==> src/hw/typec_regs_pkg.sv <==
// constants for the type-c port control and event flag registers
package typec_regs_pkg;
   localparam logic [7:0] CTRL_ADDR       = 8'h02;
   localparam logic [7:0] FLAGS_ADDR      = 8'h03;
   localparam logic [7:0] CTRL_RESET      = 8'h00;
   localparam logic [7:0] FLAGS_RESET     = 8'h00;
   localparam logic [7:0] FLAGS_LATCHED   = 8'hEB; // bits 7,6,5,3,1,0
   localparam logic [7:0] FLAGS_WRITABLE  = 8'hFF;
   localparam int         CTRL_POWERSAVE  = 7;
   localparam int         CTRL_PREF_SINK  = 6;
   localparam int         CTRL_ACC_DET    = 5;
   localparam int         CTRL_CUR_LSB    = 3;
   localparam int         CTRL_ROLE_LSB   = 1;
   localparam int         CTRL_MASK       = 0;
   localparam int         FLAG_RECOVER    = 7;
   localparam int         FLAG_OCP        = 6;
   localparam int         FLAG_OVP        = 5;
   localparam int         FLAG_OTP        = 3;
   localparam int         FLAG_LIVE       = 2;
   localparam int         FLAG_DETACH     = 1;
   localparam int         FLAG_ATTACH     = 0;
   localparam int         NUM_EVENTS      = 6;
   localparam logic [1:0] ROLE_SINK       = 2'h0;
   localparam logic [1:0] ROLE_SOURCE     = 2'h1;
   localparam logic [1:0] ROLE_DUAL       = 2'h2;
   localparam logic [1:0] ROLE_DUAL_PREF  = 2'h3;
   localparam logic [1:0] CUR_DEFAULT     = 2'h0;
endpackage : typec_regs_pkg

==> src/hw/sync_2ff.sv <==
// two flip-flop synchroniser for pin-level inputs
`timescale 1ns/100ps
`default_nettype none
module sync_2ff #(
   parameter int WIDTH = 1
) (
   input  wire logic             ref_clk_in,
   input  wire logic             sys_rst_in,
   input  wire logic             ce_in,
   input  wire logic [WIDTH-1:0] async_in,
   output var  logic [WIDTH-1:0] sync_out
);
   logic [WIDTH-1:0] meta_r;

   // first stage feeds only the second stage
   always_ff @(posedge ref_clk_in) begin
      if (sys_rst_in) begin
         meta_r   <= '0;
         sync_out <= '0;
      end else if (ce_in) begin
         meta_r   <= async_in;
         sync_out <= meta_r;
      end
   end
endmodule : sync_2ff
`default_nettype wire

==> src/hw/typec_port_control_interrupt_regs.sv <==
// control and event flag registers of a type-c port controller
`timescale 1ns/100ps
`default_nettype none
module typec_port_control_interrupt_regs (
   input  wire logic       ref_clk_in,
   input  wire logic       sys_rst_in,
   input  wire logic       ce_in,
   // register port from the serial slave engine, same clock
   input  wire logic [7:0] reg_addr_in,
   input  wire logic       reg_wr_in,
   input  wire logic [7:0] reg_wdata_in,
   input  wire logic       reg_rd_in,
   input  wire logic       reg_rd_done_in,
   output var  logic [7:0] reg_rdata_out,
   // pins and analog event sources, asynchronous
   input  wire logic       chip_enable_n_in,
   input  wire logic [1:0] role_strap_in,
   input  wire logic       fault_recovered_in,
   input  wire logic       over_current_event_in,
   input  wire logic       over_voltage_event_in,
   input  wire logic       over_temp_event_in,
   input  wire logic       fault_live_in,
   input  wire logic       attached_in,
   input  wire logic       acting_as_sink_in,
   // settings to the detection logic
   output var  logic       low_power_out,
   output var  logic       outputs_hiz_out,
   output var  logic       cc_pulldown_out,
   output var  logic       prefer_source_attempt_out,
   output var  logic       prefer_sink_attempt_out,
   output var  logic       accessory_detect_en_out,
   output var  logic [1:0] source_current_out,
   output var  logic [1:0] port_role_out,
   // open-drain interrupt pin
   output var  logic       interrupt_request_n_out,
   output var  logic       interrupt_request_n_oe_n_out
);
   localparam int NSYNC = 10;
   // positions of the fault events inside the synchronised event bundle
   localparam int EV_RECOVER = 3;
   localparam int EV_OCP     = 2;
   localparam int EV_OVP     = 1;
   localparam int EV_OTP     = 0;
   localparam int NUM_FAULTS = 4;
   // synchroniser depth; pin values are not trusted until it has filled
   localparam logic [1:0] SYNC_FILL = 2'h2;

   typedef struct packed {
      // software-visible registers
      logic [7:0] ctrl;
      logic [7:0] flags;
      // bookkeeping for strap load, clear-on-read and edge detection
      logic       strap_done;
      logic       rd_pending;
      logic [1:0] settle;
      logic [3:0] ev_prev;
      logic       attached_prev;
      // registered copies of the module outputs
      logic [7:0] rdata;
      logic       low_power;
      logic       hiz;
      logic       cc_pd;
      logic       pref_src;
      logic       pref_snk;
      logic       acc_det;
      logic [1:0] cur;
      logic [1:0] role;
      logic       int_oe_n;
   } state_s;

   state_s           state_r;
   state_s           state_nxt;
   logic [NSYNC-1:0] pins_sync;

   logic       en_n_s;
   logic [1:0] strap_s;
   logic [3:0] ev_s;
   logic [3:0] ev_rise;
   logic       pins_ready;
   logic       live_s;
   logic       attached_s;
   logic       sink_s;

   // pin inputs pass two flops before use
   // nothing in this module reads the first stage
   sync_2ff #(.WIDTH(NSYNC)) u_pin_sync (
      .ref_clk_in (ref_clk_in),
      .sys_rst_in (sys_rst_in),
      .ce_in      (ce_in),
      .async_in   ({chip_enable_n_in, role_strap_in, fault_recovered_in, over_current_event_in,
                    over_voltage_event_in, over_temp_event_in, fault_live_in, attached_in,
                    acting_as_sink_in}),
      .sync_out   (pins_sync)
   );

   // unpack the synchronised pins
   assign {en_n_s, strap_s, ev_s, live_s, attached_s, sink_s} = pins_sync;

   // rising edge of each fault event against its previous sample
   for (genvar g = 0; g < NUM_FAULTS; g++) begin : g_fault_edge
      assign ev_rise[g] = ev_s[g] & ~state_r.ev_prev[g];
   end

   // synchroniser reset zeros would read as an enabled pin until it fills
   assign pins_ready = (state_r.settle == SYNC_FILL);

   // next-state logic for registers, events and pin outputs
   always_comb begin
      logic [7:0] set_bits;
      logic [7:0] ctrl_v;
      logic       any_ev;
      set_bits  = '0;
      ctrl_v    = state_r.ctrl;
      any_ev    = 1'b0;
      state_nxt = state_r;

      // register writes; only the control register is writable
      if (reg_wr_in && reg_addr_in == typec_regs_pkg::CTRL_ADDR) begin
         ctrl_v = reg_wdata_in;
      end

      // count the synchroniser fill after reset
      if (!pins_ready) begin
         state_nxt.settle = state_r.settle + 2'h1;
      end

      // one-shot strap load on the first enable after reset
      // gated by the fill count so no false enable follows reset
      if (!state_r.strap_done && pins_ready && !en_n_s) begin
         ctrl_v[typec_regs_pkg::CTRL_ROLE_LSB +: 2] = strap_s;
         state_nxt.strap_done = 1'b1;
      end
      state_nxt.ctrl = ctrl_v;

      // rising edges of fault events and both edges of attached set latched bits
      set_bits[typec_regs_pkg::FLAG_RECOVER] = ev_rise[EV_RECOVER];
      set_bits[typec_regs_pkg::FLAG_OCP]     = ev_rise[EV_OCP];
      set_bits[typec_regs_pkg::FLAG_OVP]     = ev_rise[EV_OVP];
      set_bits[typec_regs_pkg::FLAG_OTP]     = ev_rise[EV_OTP];
      set_bits[typec_regs_pkg::FLAG_DETACH]  = ~attached_s & state_r.attached_prev;
      set_bits[typec_regs_pkg::FLAG_ATTACH]  = attached_s & ~state_r.attached_prev;
      state_nxt.ev_prev       = ev_s;
      state_nxt.attached_prev = attached_s;

      // read capture; bit 2 is the live fault, not latched
      // the captured byte stands until the next read strobe
      if (reg_rd_in) begin
         case (reg_addr_in)
            typec_regs_pkg::CTRL_ADDR: begin
               state_nxt.rdata = state_r.ctrl;
            end
            typec_regs_pkg::FLAGS_ADDR: begin
               state_nxt.rdata = state_r.flags;
            end
            default: begin
               state_nxt.rdata = '0;
            end
         endcase
         state_nxt.rd_pending = (reg_addr_in == typec_regs_pkg::FLAGS_ADDR);
      end

      // clear on delivered read; a same-cycle event still sets
      // only a delivered flag byte clears, so a stray done pulse or a
      // control readback leaves pending events alone
      if (reg_rd_done_in && state_r.rd_pending) begin
         state_nxt.flags = (state_r.flags & ~typec_regs_pkg::FLAGS_LATCHED) | set_bits;
         state_nxt.rd_pending = 1'b0;
      end else begin
         state_nxt.flags = state_r.flags | set_bits;
      end
      state_nxt.flags[typec_regs_pkg::FLAG_LIVE] = live_s;

      // control outputs
      // recomputed every cycle so a change of sink state applies at once
      state_nxt.low_power = ctrl_v[typec_regs_pkg::CTRL_POWERSAVE];
      state_nxt.hiz       = ctrl_v[typec_regs_pkg::CTRL_POWERSAVE];
      state_nxt.cc_pd     = ctrl_v[typec_regs_pkg::CTRL_POWERSAVE];
      state_nxt.pref_snk  = ctrl_v[typec_regs_pkg::CTRL_PREF_SINK] &
                            (ctrl_v[typec_regs_pkg::CTRL_ROLE_LSB +: 2] == typec_regs_pkg::ROLE_DUAL_PREF);
      state_nxt.pref_src  = ~ctrl_v[typec_regs_pkg::CTRL_PREF_SINK] &
                            (ctrl_v[typec_regs_pkg::CTRL_ROLE_LSB +: 2] == typec_regs_pkg::ROLE_DUAL_PREF);
      state_nxt.acc_det   = ctrl_v[typec_regs_pkg::CTRL_ACC_DET];
      state_nxt.role      = ctrl_v[typec_regs_pkg::CTRL_ROLE_LSB +: 2];
      if (ctrl_v[typec_regs_pkg::CTRL_ROLE_LSB +: 2] == typec_regs_pkg::ROLE_SINK || sink_s) begin
         state_nxt.cur = typec_regs_pkg::CUR_DEFAULT;
      end else begin
         state_nxt.cur = ctrl_v[typec_regs_pkg::CTRL_CUR_LSB +: 2];
      end

      // interrupt pin: low while unmasked latched bits stand and power saving is off
      // the live fault bit lies outside the latched set and never drives it
      any_ev = |(state_nxt.flags & typec_regs_pkg::FLAGS_LATCHED);
      state_nxt.int_oe_n = ~(any_ev & ~ctrl_v[typec_regs_pkg::CTRL_MASK] &
                             ~ctrl_v[typec_regs_pkg::CTRL_POWERSAVE]);
   end

   // state register
   // reset leaves the interrupt pin released
   always_ff @(posedge ref_clk_in) begin
      if (sys_rst_in) begin
         state_r          <= '0;
         state_r.ctrl     <= typec_regs_pkg::CTRL_RESET;
         state_r.flags    <= typec_regs_pkg::FLAGS_RESET;
         state_r.int_oe_n <= 1'b1;
      end else if (ce_in) begin
         state_r <= state_nxt;
      end
   end

   // outputs straight from the state flops
   assign reg_rdata_out                = state_r.rdata;
   assign low_power_out                = state_r.low_power;
   assign outputs_hiz_out              = state_r.hiz;
   assign cc_pulldown_out              = state_r.cc_pd;
   assign prefer_source_attempt_out    = state_r.pref_src;
   assign prefer_sink_attempt_out      = state_r.pref_snk;
   assign accessory_detect_en_out      = state_r.acc_det;
   assign source_current_out           = state_r.cur;
   assign port_role_out                = state_r.role;
   // open-drain pin: value fixed low, only the enable moves
   assign interrupt_request_n_out      = 1'b0;
   assign interrupt_request_n_oe_n_out = state_r.int_oe_n;
endmodule : typec_port_control_interrupt_regs
`default_nettype wire

==> config.mk <==
export PLATFORM = sky130hd
export DESIGN_NAME = typec_port_control_interrupt_regs
export DESIGN_NICKNAME = d
export VERILOG_FILES = /design/src/hw/typec_regs_pkg.sv /design/src/hw/sync_2ff.sv /design/src/hw/typec_port_control_interrupt_regs.sv
export SDC_FILE = /design/constraint.sdc
export NUM_CORES = 1
export LEC_CHECK = 0
export BUFFER_PORTS_ARGS = -buffer_cell sky130_fd_sc_hd__buf_4
export CAP_MARGIN = 20
export CORE_UTILIZATION = 40
export CTS_CLUSTER_SIZE = 25
export DETAILED_ROUTE_END_ITERATION = 8
export SLEW_MARGIN = 20
export SYNTH_ARGS = -nofsm -noshare
export SYNTH_HDL_FRONTEND = slang
export SYNTH_HIERARCHICAL = 1
export SYNTH_SLANG_ARGS = --single-unit
==> constraint.sdc <==
create_clock -name ref_clk_in -period 1.7 [get_ports ref_clk_in]
set_clock_uncertainty 0.1 [all_clocks]
set_input_delay 0.34 -clock ref_clk_in [delete_from_list [all_inputs] [get_ports ref_clk_in]]
set_output_delay 0.34 -clock ref_clk_in [all_outputs]
set_load 0.005 [all_outputs]
==> impl_results.md, run 1 <==
* Outcome: finished, final reports clean
* Share of layout cells above drive strength 1 at 0.323
* Crit end category: register
* EDFF count, synth at 0
* Die area at 6560 sq um
* Final hold vios at 0
* Setup Viol. Count Final at 0
* Post-route setup TNS at 0 ps
* Crit Reg-Reg Endpoint: source_current_out[0]
* Area contributors post-synth: dfxtp_1 46%, mux2i_1 17%, nor2_1 8.4%
* Endpoint, Worst Hold: state_r[41]
* Pwr Density at 937 nW/um^2
* # diodes at 0
* Row count at 28
* Vias in the first global route at 1733
* Port bufs at 50
* Initial Utilization at 0.419
* Fillers at 580
* All-Layer GR Usage at 0.166
* Max-cap check violation count at 0
* Synth area leader: dfxtp_1
* Placed Area at 2960 sq um
* Vias per std cell at 4.92
* Final Util at 0.539
* Register bit count reported by yosys at 57
* Post-Syn Instances at 266
* Floorplan core area at 5960 sq um
* Req. time, crit path at 1820 ps
* Clock sink count at 57
* Setup repair after global routing missed its margin: yes
* Net Count, Synth at 299
* Non-Filler Instances at 397
* Flop2flop setup slack at 50 ps
* Most common cell in the netlist: dfxtp_1
* Die Ht at 81.0 um
* Register area share after synthesis at 0.457
* Setup bufs post-CTS at 0
* Primary FF master, synth: dfxtp_1
* I/O pins at 52
* Post-DP HPWL at 3.71 mm
* Worst Path Max Fanout at 4
* Total Nets Final at 351
* Die Wd at 81.0 um
* Hold Path Origin: reg_wdata_in[5]
* Fin crit period at 1650 ps
* First-pass DRT Iterations at 4
* Pin count of the biggest net entering global routing at 23
* Worst-Skew Late Latency at 330 ps
* Syn avg cell area at 9.38 sq um
* Power, Total at 3.01 mW
* Post-synth top area share at 0.457
* Crit share post-route at 0.973
* Max Slew Vio Count at 0
* Yosys warns at 6
* CTS clk-pin slew, worst paths at 70 ps
* Final Routed Wirelength at 5.21 mm
* Commonest cells post-synth: 57 x dfxtp_1, 56 x nor2_1, 42 x mux2i_1
* FF-to-FF Start: state_r[24]
* Overflow after GRT at 0
* Register area at 1140 sq um
* TritonCTS Buffers at 9
* Finished Cell Area at 3210 sq um
* Post-synth ARST share at 0
* Global-route wire length before repair at 8.22 mm
* CP Launch Type: register
* P&R area growth vs syn at 28.7%
* Worst vdd ir at 0.000493 V
* Synth Cell Area at 2490 sq um
* Post-synth cell types at 40
* H-tree levels at 3
* Tightest Hold Check Type: in -> reg
* Remaining DRCs at 0
* Clock buffer depth at 2
* Cell leakage power at 1.42 nW
* CTS tree: done
* Via count at 1955
* Final ANT Viol Nets at 0
* DR WL/cell at 13.1 um
* Gp weighted congestion at 0.732
* Fmax at 0.605 GHz
* Reg2Reg Depth at 7
* Arrival time worst endpoint at 1770 ps
* Area occupied by multi-input gates at 1250 sq um
* WS Path Type: reg -> reg
* DR iter-0 viols at 79
* Clock Tree Root: clkbuf_8
* Total placed cells including tap cells at 382
* Initial antenna violation count at 0
* Hold path depth at 3
## cell families after synthesis
logic type      synth area share
simple gates               0.197
flops                      0.457
mux                        0.173
buf+inv                   0.0772
compound gates            0.0818
xor+xnor                 0.00702
fa+ha+maj                0.00501
other cells              0.00150
## flip-flops by register name, indices dropped and copies added, names as in the netlist
signal / cells
interrupt_request_n_oe_n_out: 1
prefer_sink_attempt_out: 1
prefer_source_attempt_out: 1
reg_rdata_out: 8
source_current_out: 2
state_r: 24
u_pin_sync/meta_r: 10
u_pin_sync/sync_out: 10
## cell usage in the layout, fill, tap and decap left out, types with 2 or more instances in the layout
master and n:
buf_4 69, dfxtp_1 55, nor2_1 54, mux2i_1 42
a21oi_1 12, clkbuf_8 11, nor3_1 9, nand2_1 6
nor2b_1 6, nand2b_1 5, a22oi_1 4, nand4_1 3
inv_1 3, nor2_4 2, a31oi_4 2, o21ai_1 2
nand3_1 2, nor3b_1 2, xnor2_1 2, clkinv_2 2
dfxtp_2 2
## worst max path at each step
stage	startpoint	endpoint	slack [ps]	cells past startpoint
6_report	state_r[24]	source_current_out[0]	50	7
5_1_grt	state_r[24]	source_current_out[0]	-30	7
4_1_cts	state_r[24]	source_current_out[1]	9	7
3_5_place_dp	reg_addr_in[5]	source_current_out[1]	-250	6
3_3_place_gp	reg_addr_in[5]	source_current_out[1]	-200	6
2_1_floorplan	state_r[24]	prefer_source_attempt_out	-30	6
## area by class of cell
cell class / instances / share of cell area
Clock buffer: 12 / 0.0483
Clock inverter: 3 / 0.0125
Tap cell: 75 / 0.0292
Sequential cell: 57 / 0.356
Timing Repair Buffer: 69 / 0.161
Multi-Input combinational cell: 177 / 0.388
Inverter: 4 / 0.00467
## repair_timing
item | 4_1_cts | 5_1_grt
resized for setup | 7 | 6
setup endpoints to repair | 3 | 3
pin swaps | 3 | 6
hold buffers | 0 | 0
## layer usage
layer | share of wire | vias to the layer above | global-route usage | routed length [um]
li1 | - | 1011 | - | -
met2 | 0.42 | 55 | 0.229 | 2160
met4 | 0.018 | 0 | 0.0964 | 93
met3 | 0.050 | 10 | 0.0427 | 263
met5 | 0 | - | 0 | 0
met1 | 0.52 | 879 | 0.230 | 2690
## power breakdown
part	switching [mW]	internal, mW	leakage [nW]
Sequential	0.0328	1.38	0.464
Combinational	0.163	0.179	0.853
Clock	0.509	0.744	0.102
Total	0.705	2.30	1.42
## critical path, stage by stage (launching register included)
cell and delay (ps):
dfxtp_2 320, inv_2 60, ha_4 120, or3b_4 440, nor2_4 150, a31oi_4 50
o211ai_2 210, o21ai_1 90
## through the flow
step | hold WS (ps) | setup slack (ps)
5_1_grt | 144 | -25.5
4_1_cts | 136 | 8.76
3_3_place_gp | 342 | -196
2_1_floorplan | 327 | -33.8
6_report | 144 | 46.0
3_5_place_dp | 351 | -251
(Power assumes the default switching activity.)
==> run 2: changes to the inputs <==
--- a/config.mk
+++ b/config.mk
@@ -10,6 +10,8 @@
 export CORE_UTILIZATION = 40
 export CTS_CLUSTER_SIZE = 25
 export DETAILED_ROUTE_END_ITERATION = 8
+export MAX_ROUTING_LAYER = met4
+export SETUP_SLACK_MARGIN = 0.1
 export SLEW_MARGIN = 20
 export SYNTH_ARGS = -nofsm -noshare
 export SYNTH_HDL_FRONTEND = slang
==> impl_results.md, run 2 (synthesis gave the netlist of run 1 again) <==
* Clock sink count at 57
* Outcome: finished, final reports clean
* CTS tree: done
* Critical Path Sink: prefer_source_attempt_out
* All-Layer GR Usage at 0.180
* Row count at 28
* FF-to-FF Start: state_r[24]
* Req. time, crit path at 1850 ps
* Hold Path Origin: reg_wdata_in[5]
* CTS clk-pin slew, worst paths at 70 ps
* Share of layout cells above drive strength 1 at 0.324
* GR Util met2 at 0.261
* Final Util at 0.538
* Placed Area at 2980 sq um
* Commonest cells after routing, fill and taps aside: 65 x buf_4, 55 x dfxtp_1, 54 x nor2_1
* Crit share post-route at 0.975
* Floorplan core area at 5960 sq um
* Total placed cells including tap cells at 379
* Worst hold slack at 133 ps
* Fmax at 0.603 GHz
* Max-cap check violation count at 0
* Reg2Reg Depth at 6
* H-tree levels at 3
* WS Path Type: reg -> reg
* Clock buffer depth at 2
* Post-CTS Hold Fix Bufs at 0
* Setup Viol. Count Final at 0
* Max Slew Vio Count at 0
* Final hold vios at 0
* # diodes at 0
* Clock Tree Root: clkbuf_8
* Biggest register: state_r
* Max reg flops at 24
* Worst vdd ir at 0.000633 V
* Worst-Skew Late Latency at 330 ps
* Finished Cell Area at 3210 sq um
* CP peak stage delay at 440 ps
* Total Nets Final at 349
* Pin count of the biggest net entering global routing at 43
* P&R area growth vs syn at 28.5%
* Overflow after GRT at 0
* Final Routed Wirelength at 5.23 mm
* Met1 Use GR at 0.232
* Arrival time worst endpoint at 1800 ps
* Fin crit period at 1660 ps
* I/O pins at 52
* Die Ht at 81.0 um
* CP Launch Type: register
* CP max stage cell: or3b_4
* First-pass DRT Iterations at 4
* Global-route wire length before repair at 8.63 mm
* Vias per std cell at 4.97
* Worst Path Max Fanout at 4
* TritonCTS Buffers at 9
* Gp weighted congestion at 0.824
* Pwr Density at 879 nW/um^2
* Vias in the first global route at 1834
* Remaining DRCs at 0
* DR WL/cell at 13.2 um
* Crit path launch: state_r[24]
* Final worst setup slack at 42.8 ps
* Die area at 6560 sq um
* Crit end category: register
* Tightest Hold Check Type: in -> reg
* Post-DP HPWL at 3.62 mm
* Hold path depth at 3
* Final ANT Viol Nets at 0
* Non-Filler Instances at 396
* Worst slack, placed at -240 ps
* Met3 GRT Util at 0.0618
* Crit Reg-Reg Endpoint: prefer_source_attempt_out
* Die Wd at 81.0 um
* Largest regs: state_r (24), u_pin_sync/meta_r (10), u_pin_sync/sync_out (10)
* Initial antenna violation count at 0
* Initial Utilization at 0.419
* Commonest non-fill, non-tap cell in the layout: buf_4
* Setup repair after global routing missed its margin: yes
* Via count at 1970
* Port bufs at 50
* Most Used Layer, Global Route: met2
* Flop2flop setup slack at 40 ps
* Cell leakage power at 1.41 nW
* Critical path, cell by cell: inv_2 -> ha_4 -> or3b_4 -> a31oi_4 -> nand2_2 -> o32ai_2
* DR iter-0 viols at 81
==> run 2: cell types whose count changed in the layout (fill, tap and decap cells not counted), sizes merged <==
cell / change
clkinv: +2
clkbuf: -2
clkinvlp: +2
buf: -2
bufinv: -1
==> run 2: worst max-delay path, delay by kind of cell, from the launching register on <==
kind | cells | cell delay (ps)
AO/OA/AOI/OAI | 2 | 450
adder cells (fa/ha/maj) | 1 | 120
buffers and inverters | 1 | 60
flip-flops | 1 | 320
AND/OR/NAND/NOR | 2 | 530
==> run 2: cell type report <==
cell class              count  area (sq um)
clock inverters             6          35.0
multi-input cells         177          1260
repair buffers             67           528
inverters                   4          15.0
fillers                   570          2750
flip-flops and latches     57          1140
well taps                  75          93.8
clock buffers              10           128
==> run 2: worst min path at each step <==
stage and end:
2_1_floorplan source_current_out[0], 3_3_place_gp state_r[27], 3_5_place_dp source_current_out[0], 4_1_cts u_pin_sync/meta_r[1]
5_1_grt u_pin_sync/meta_r[9], 6_report state_r[41]
==> run 2: timing repair <==
| action | CTS | global route |
|---|---|---|
| setup buffers | 1 | 0 |
| setup endpoints to repair | 6 | 7 |
| gates resized for setup | 12 | 2 |
| pin swaps | 4 | 1 |
==> run 2: per-layer routing <==
layer	up-vias	routed length, um
met5	-	0
met1	898	2630
met3	9	303
met2	55	2210
met4	0	85
li1	1008	-
==> run 2: per-stage QoR <==
| step | setup TNS, ps | power (mW) |
|---|---|---|
| after global routing | 0 | 2.96 |
| after global placement | -1910 | 1.75 |
| after detailed placement | -2250 | 1.76 |
| after CTS | 0 | 2.85 |
| after floorplan | -85.4 | 1.63 |
| final | 0 | 2.82 |
==> run 2: power by group <==
group | switching [mW] | internal [mW]
clock | 0.535 | 0.517
sequential | 0.0327 | 1.38
combinational | 0.168 | 0.187
==> run 3: changes to the inputs <==
--- a/config.mk
+++ b/config.mk
@@ -5,6 +5,7 @@
 export SDC_FILE = /design/constraint.sdc
 export NUM_CORES = 1
 export LEC_CHECK = 0
+export ABC_AREA = 1
 export BUFFER_PORTS_ARGS = -buffer_cell sky130_fd_sc_hd__buf_4
 export CAP_MARGIN = 20
 export CORE_UTILIZATION = 40
==> impl_results.md, run 3 <==
* Synth area leader: dfxtp_1
* Cell leakage power at 1.59 nW
* Req. time, crit path at 1820 ps
* Max Slew Vio Count at 0
* CP Launch Type: register
* Finished Cell Area at 3330 sq um
* Total Nets Final at 465
* Fillers at 681
* Top routing layer used: met4
* Final Routed Wirelength at 5.48 mm
* Fmax at 0.678 GHz
* I/O pins at 52
* # diodes at 0
* Clock buffer depth at 2
* Non-Filler Instances at 514
* Tightest Hold Check Type: in -> reg
* Net Count, Synth at 420
* Register bit count reported by yosys at 57
* Die Wd at 84.3 um
* Area occupied by multi-input gates at 1130 sq um
* Global-route wire length before repair at 9.52 mm
* WS Path Type: reg -> reg
* Pin count of the biggest net entering global routing at 34
* Commonest cells post-synth: 79 x nand2_1, 65 x nor2_1, 61 x inv_1
* TritonCTS Buffers at 9
* Clock Tree Root: clkbuf_8
* Die Ht at 84.3 um
* Max reg flops at 24
* Row count at 29
* Vias per std cell at 4.60
* Vias in the first global route at 2175
* Clock sink count at 57
* Arrival time worst endpoint at 1590 ps
* Worst Path Max Fanout at 5
* Post-route setup TNS at 0 ps
* H-tree levels at 3
* Post-synth cell types at 33
* M1 WL at 2.70 mm
* Crit end category: register
* Register area at 1140 sq um
* Final hold vios at 0
* EDFF count, synth at 0
* Share of layout cells above drive strength 1 at 0.245
* First-pass DRT Iterations at 6
* Commonest non-fill, non-tap cell in the layout: nand2_1
* Biggest register: state_r
* Max-cap check violation count at 0
* Gp weighted congestion at 0.854
* Routed wl met2 at 2.38 mm
* Port bufs at 50
* Post-synth ARST share at 0
* Worst vdd ir at 0.000492 V
* P&R area growth vs syn at 23.1%
* Setup Viol. Count Final at 0
* All-Layer GR Usage at 0.177
* Largest regs: state_r (24), u_pin_sync/meta_r (10), u_pin_sync/sync_out (10)
* Commonest cells after routing, fill and taps aside: 78 x nand2_1, 64 x nor2_1, 63 x buf_4
* Floorplan core area at 6460 sq um
* Synth Cell Area at 2710 sq um
* Initial antenna violation count at 0
* DR iter-0 viols at 96
* Die area at 7100 sq um
* Initial Utilization at 0.419
* Crit share post-route at 0.868
* Syn avg cell area at 7.00 sq um
* Most common cell in the netlist: nand2_1
* Post-CTS Hold Fix Bufs at 0
* Post-DP HPWL at 3.99 mm
* Routed wl met3 at 318 um
* Area contributors post-synth: dfxtp_1 42%, nand2_1 11%, nor2_1 9.0%
* Fin crit period at 1480 ps
* Post-synth top area share at 0.421
* Pwr Density at 948 nW/um^2
* Overflow after GRT at 0
* CTS clk-pin slew, worst paths at 60 ps
* Placed Area at 3090 sq um
* Worst hold slack at 191 ps
* Total placed cells including tap cells at 496
* Violated checks: DRC
* Setup repair after global routing missed its margin: yes
* Register area share after synthesis at 0.421
* CTS tree: done
* Final ANT Viol Nets at 0
* Yosys warns at 6
* Outcome: finished with violations
* Worst-Skew Late Latency at 330 ps
* Via count at 2362
* Post-Syn Instances at 387
* DR WL/cell at 10.7 um
* Remaining DRCs at 9
* Primary FF master, synth: dfxtp_1
==> run 3: changes by cell type in the layout (fill, tap and decap cells not counted), moves of 5 or more <==
cell / change
nand2_1: +72
inv_1: +56
mux2i_1: -42
o21ai_0: +16
a21oi_1: +11
nor2_1: +10
nor3_1: -9
nor2b_1: -6
o221ai_1: +6
nand2b_1: -5
nand3_1: +5
==> run 3: repair_timing <==
item | 4_1_cts | 5_1_grt
endpoints found under the setup margin | 2 | 6
pin swaps | 0 | 3
buffers inserted | 1 | 1
resized for setup | 0 | 8
==> run 3: logic make-up (layout without fill, tap and decap cells) <==
kind of cell | Yosys count | in the layout | share of synthesized area
other cells | 1 | 1 | 0.00138
compound gates | 61 | 61 | 0.139
simple gates | 171 | 171 | 0.265
buf+inv | 96 | 146 | 0.170
flops | 57 | 57 | 0.421
fa+ha+maj | 1 | 1 | 0.00462
==> run 3: area by class of cell <==
| cell class | count | area share |
|---|---|---|
| timing repair buffer | 65 | 0.154 |
| multi-input combinational | 234 | 0.339 |
| clock inverter | 2 | 0.0105 |
| sequential | 57 | 0.343 |
| clock buffer | 14 | 0.0518 |
| tap | 77 | 0.0289 |
| inverter | 65 | 0.0732 |
==> run 3: layer usage <==
layer  up-vias  track usage
li1       1268            -
met1      1035        0.223
met2        53        0.259
met3         6       0.0610
met4         0       0.0752
met5         -            -
==> run 3: worst max-delay path, cell delays in order, from the launching register on <==
cell	delay [ps]
dfxtp_1	320
inv_2	70
ha_4	130
inv_2	30
nor3_2	110
inv_2	80
or2_1	230
nand2_2	100
nand2_2	60
nand3_1	70
a21oi_1	60
==> run 3: power breakdown <==
group          switching [mW]  internal, mW
sequential             0.0441          1.41
combinational           0.210         0.190
clock                   0.509         0.796
==> run 3: stage by stage <==
stage / power, mW / worst slack, ps / utilization
after floorplan: 1.74 / 215 / -
after global placement: 1.86 / 98.5 / 0.478
after detailed placement: 1.87 / 74.8 / 0.478
after CTS: 3.19 / 103 / 0.511
after global routing: 3.34 / 71.4 / 0.516
final: 3.16 / 224 / 0.516
==> run 3: worst paths after layout <==
check / start / cells past startpoint / slack [ps] / endpoint
worst max-delay path: state_r[24] / 10 / 220 / source_current_out[1]
worst min-delay path: over_current_event_in / 5 / 190 / u_pin_sync/meta_r[5]
worst max register to register: state_r[24] / 10 / 220 / source_current_out[1]
worst min register to register: state_r[29] / 2 / 360 / state_r[29]
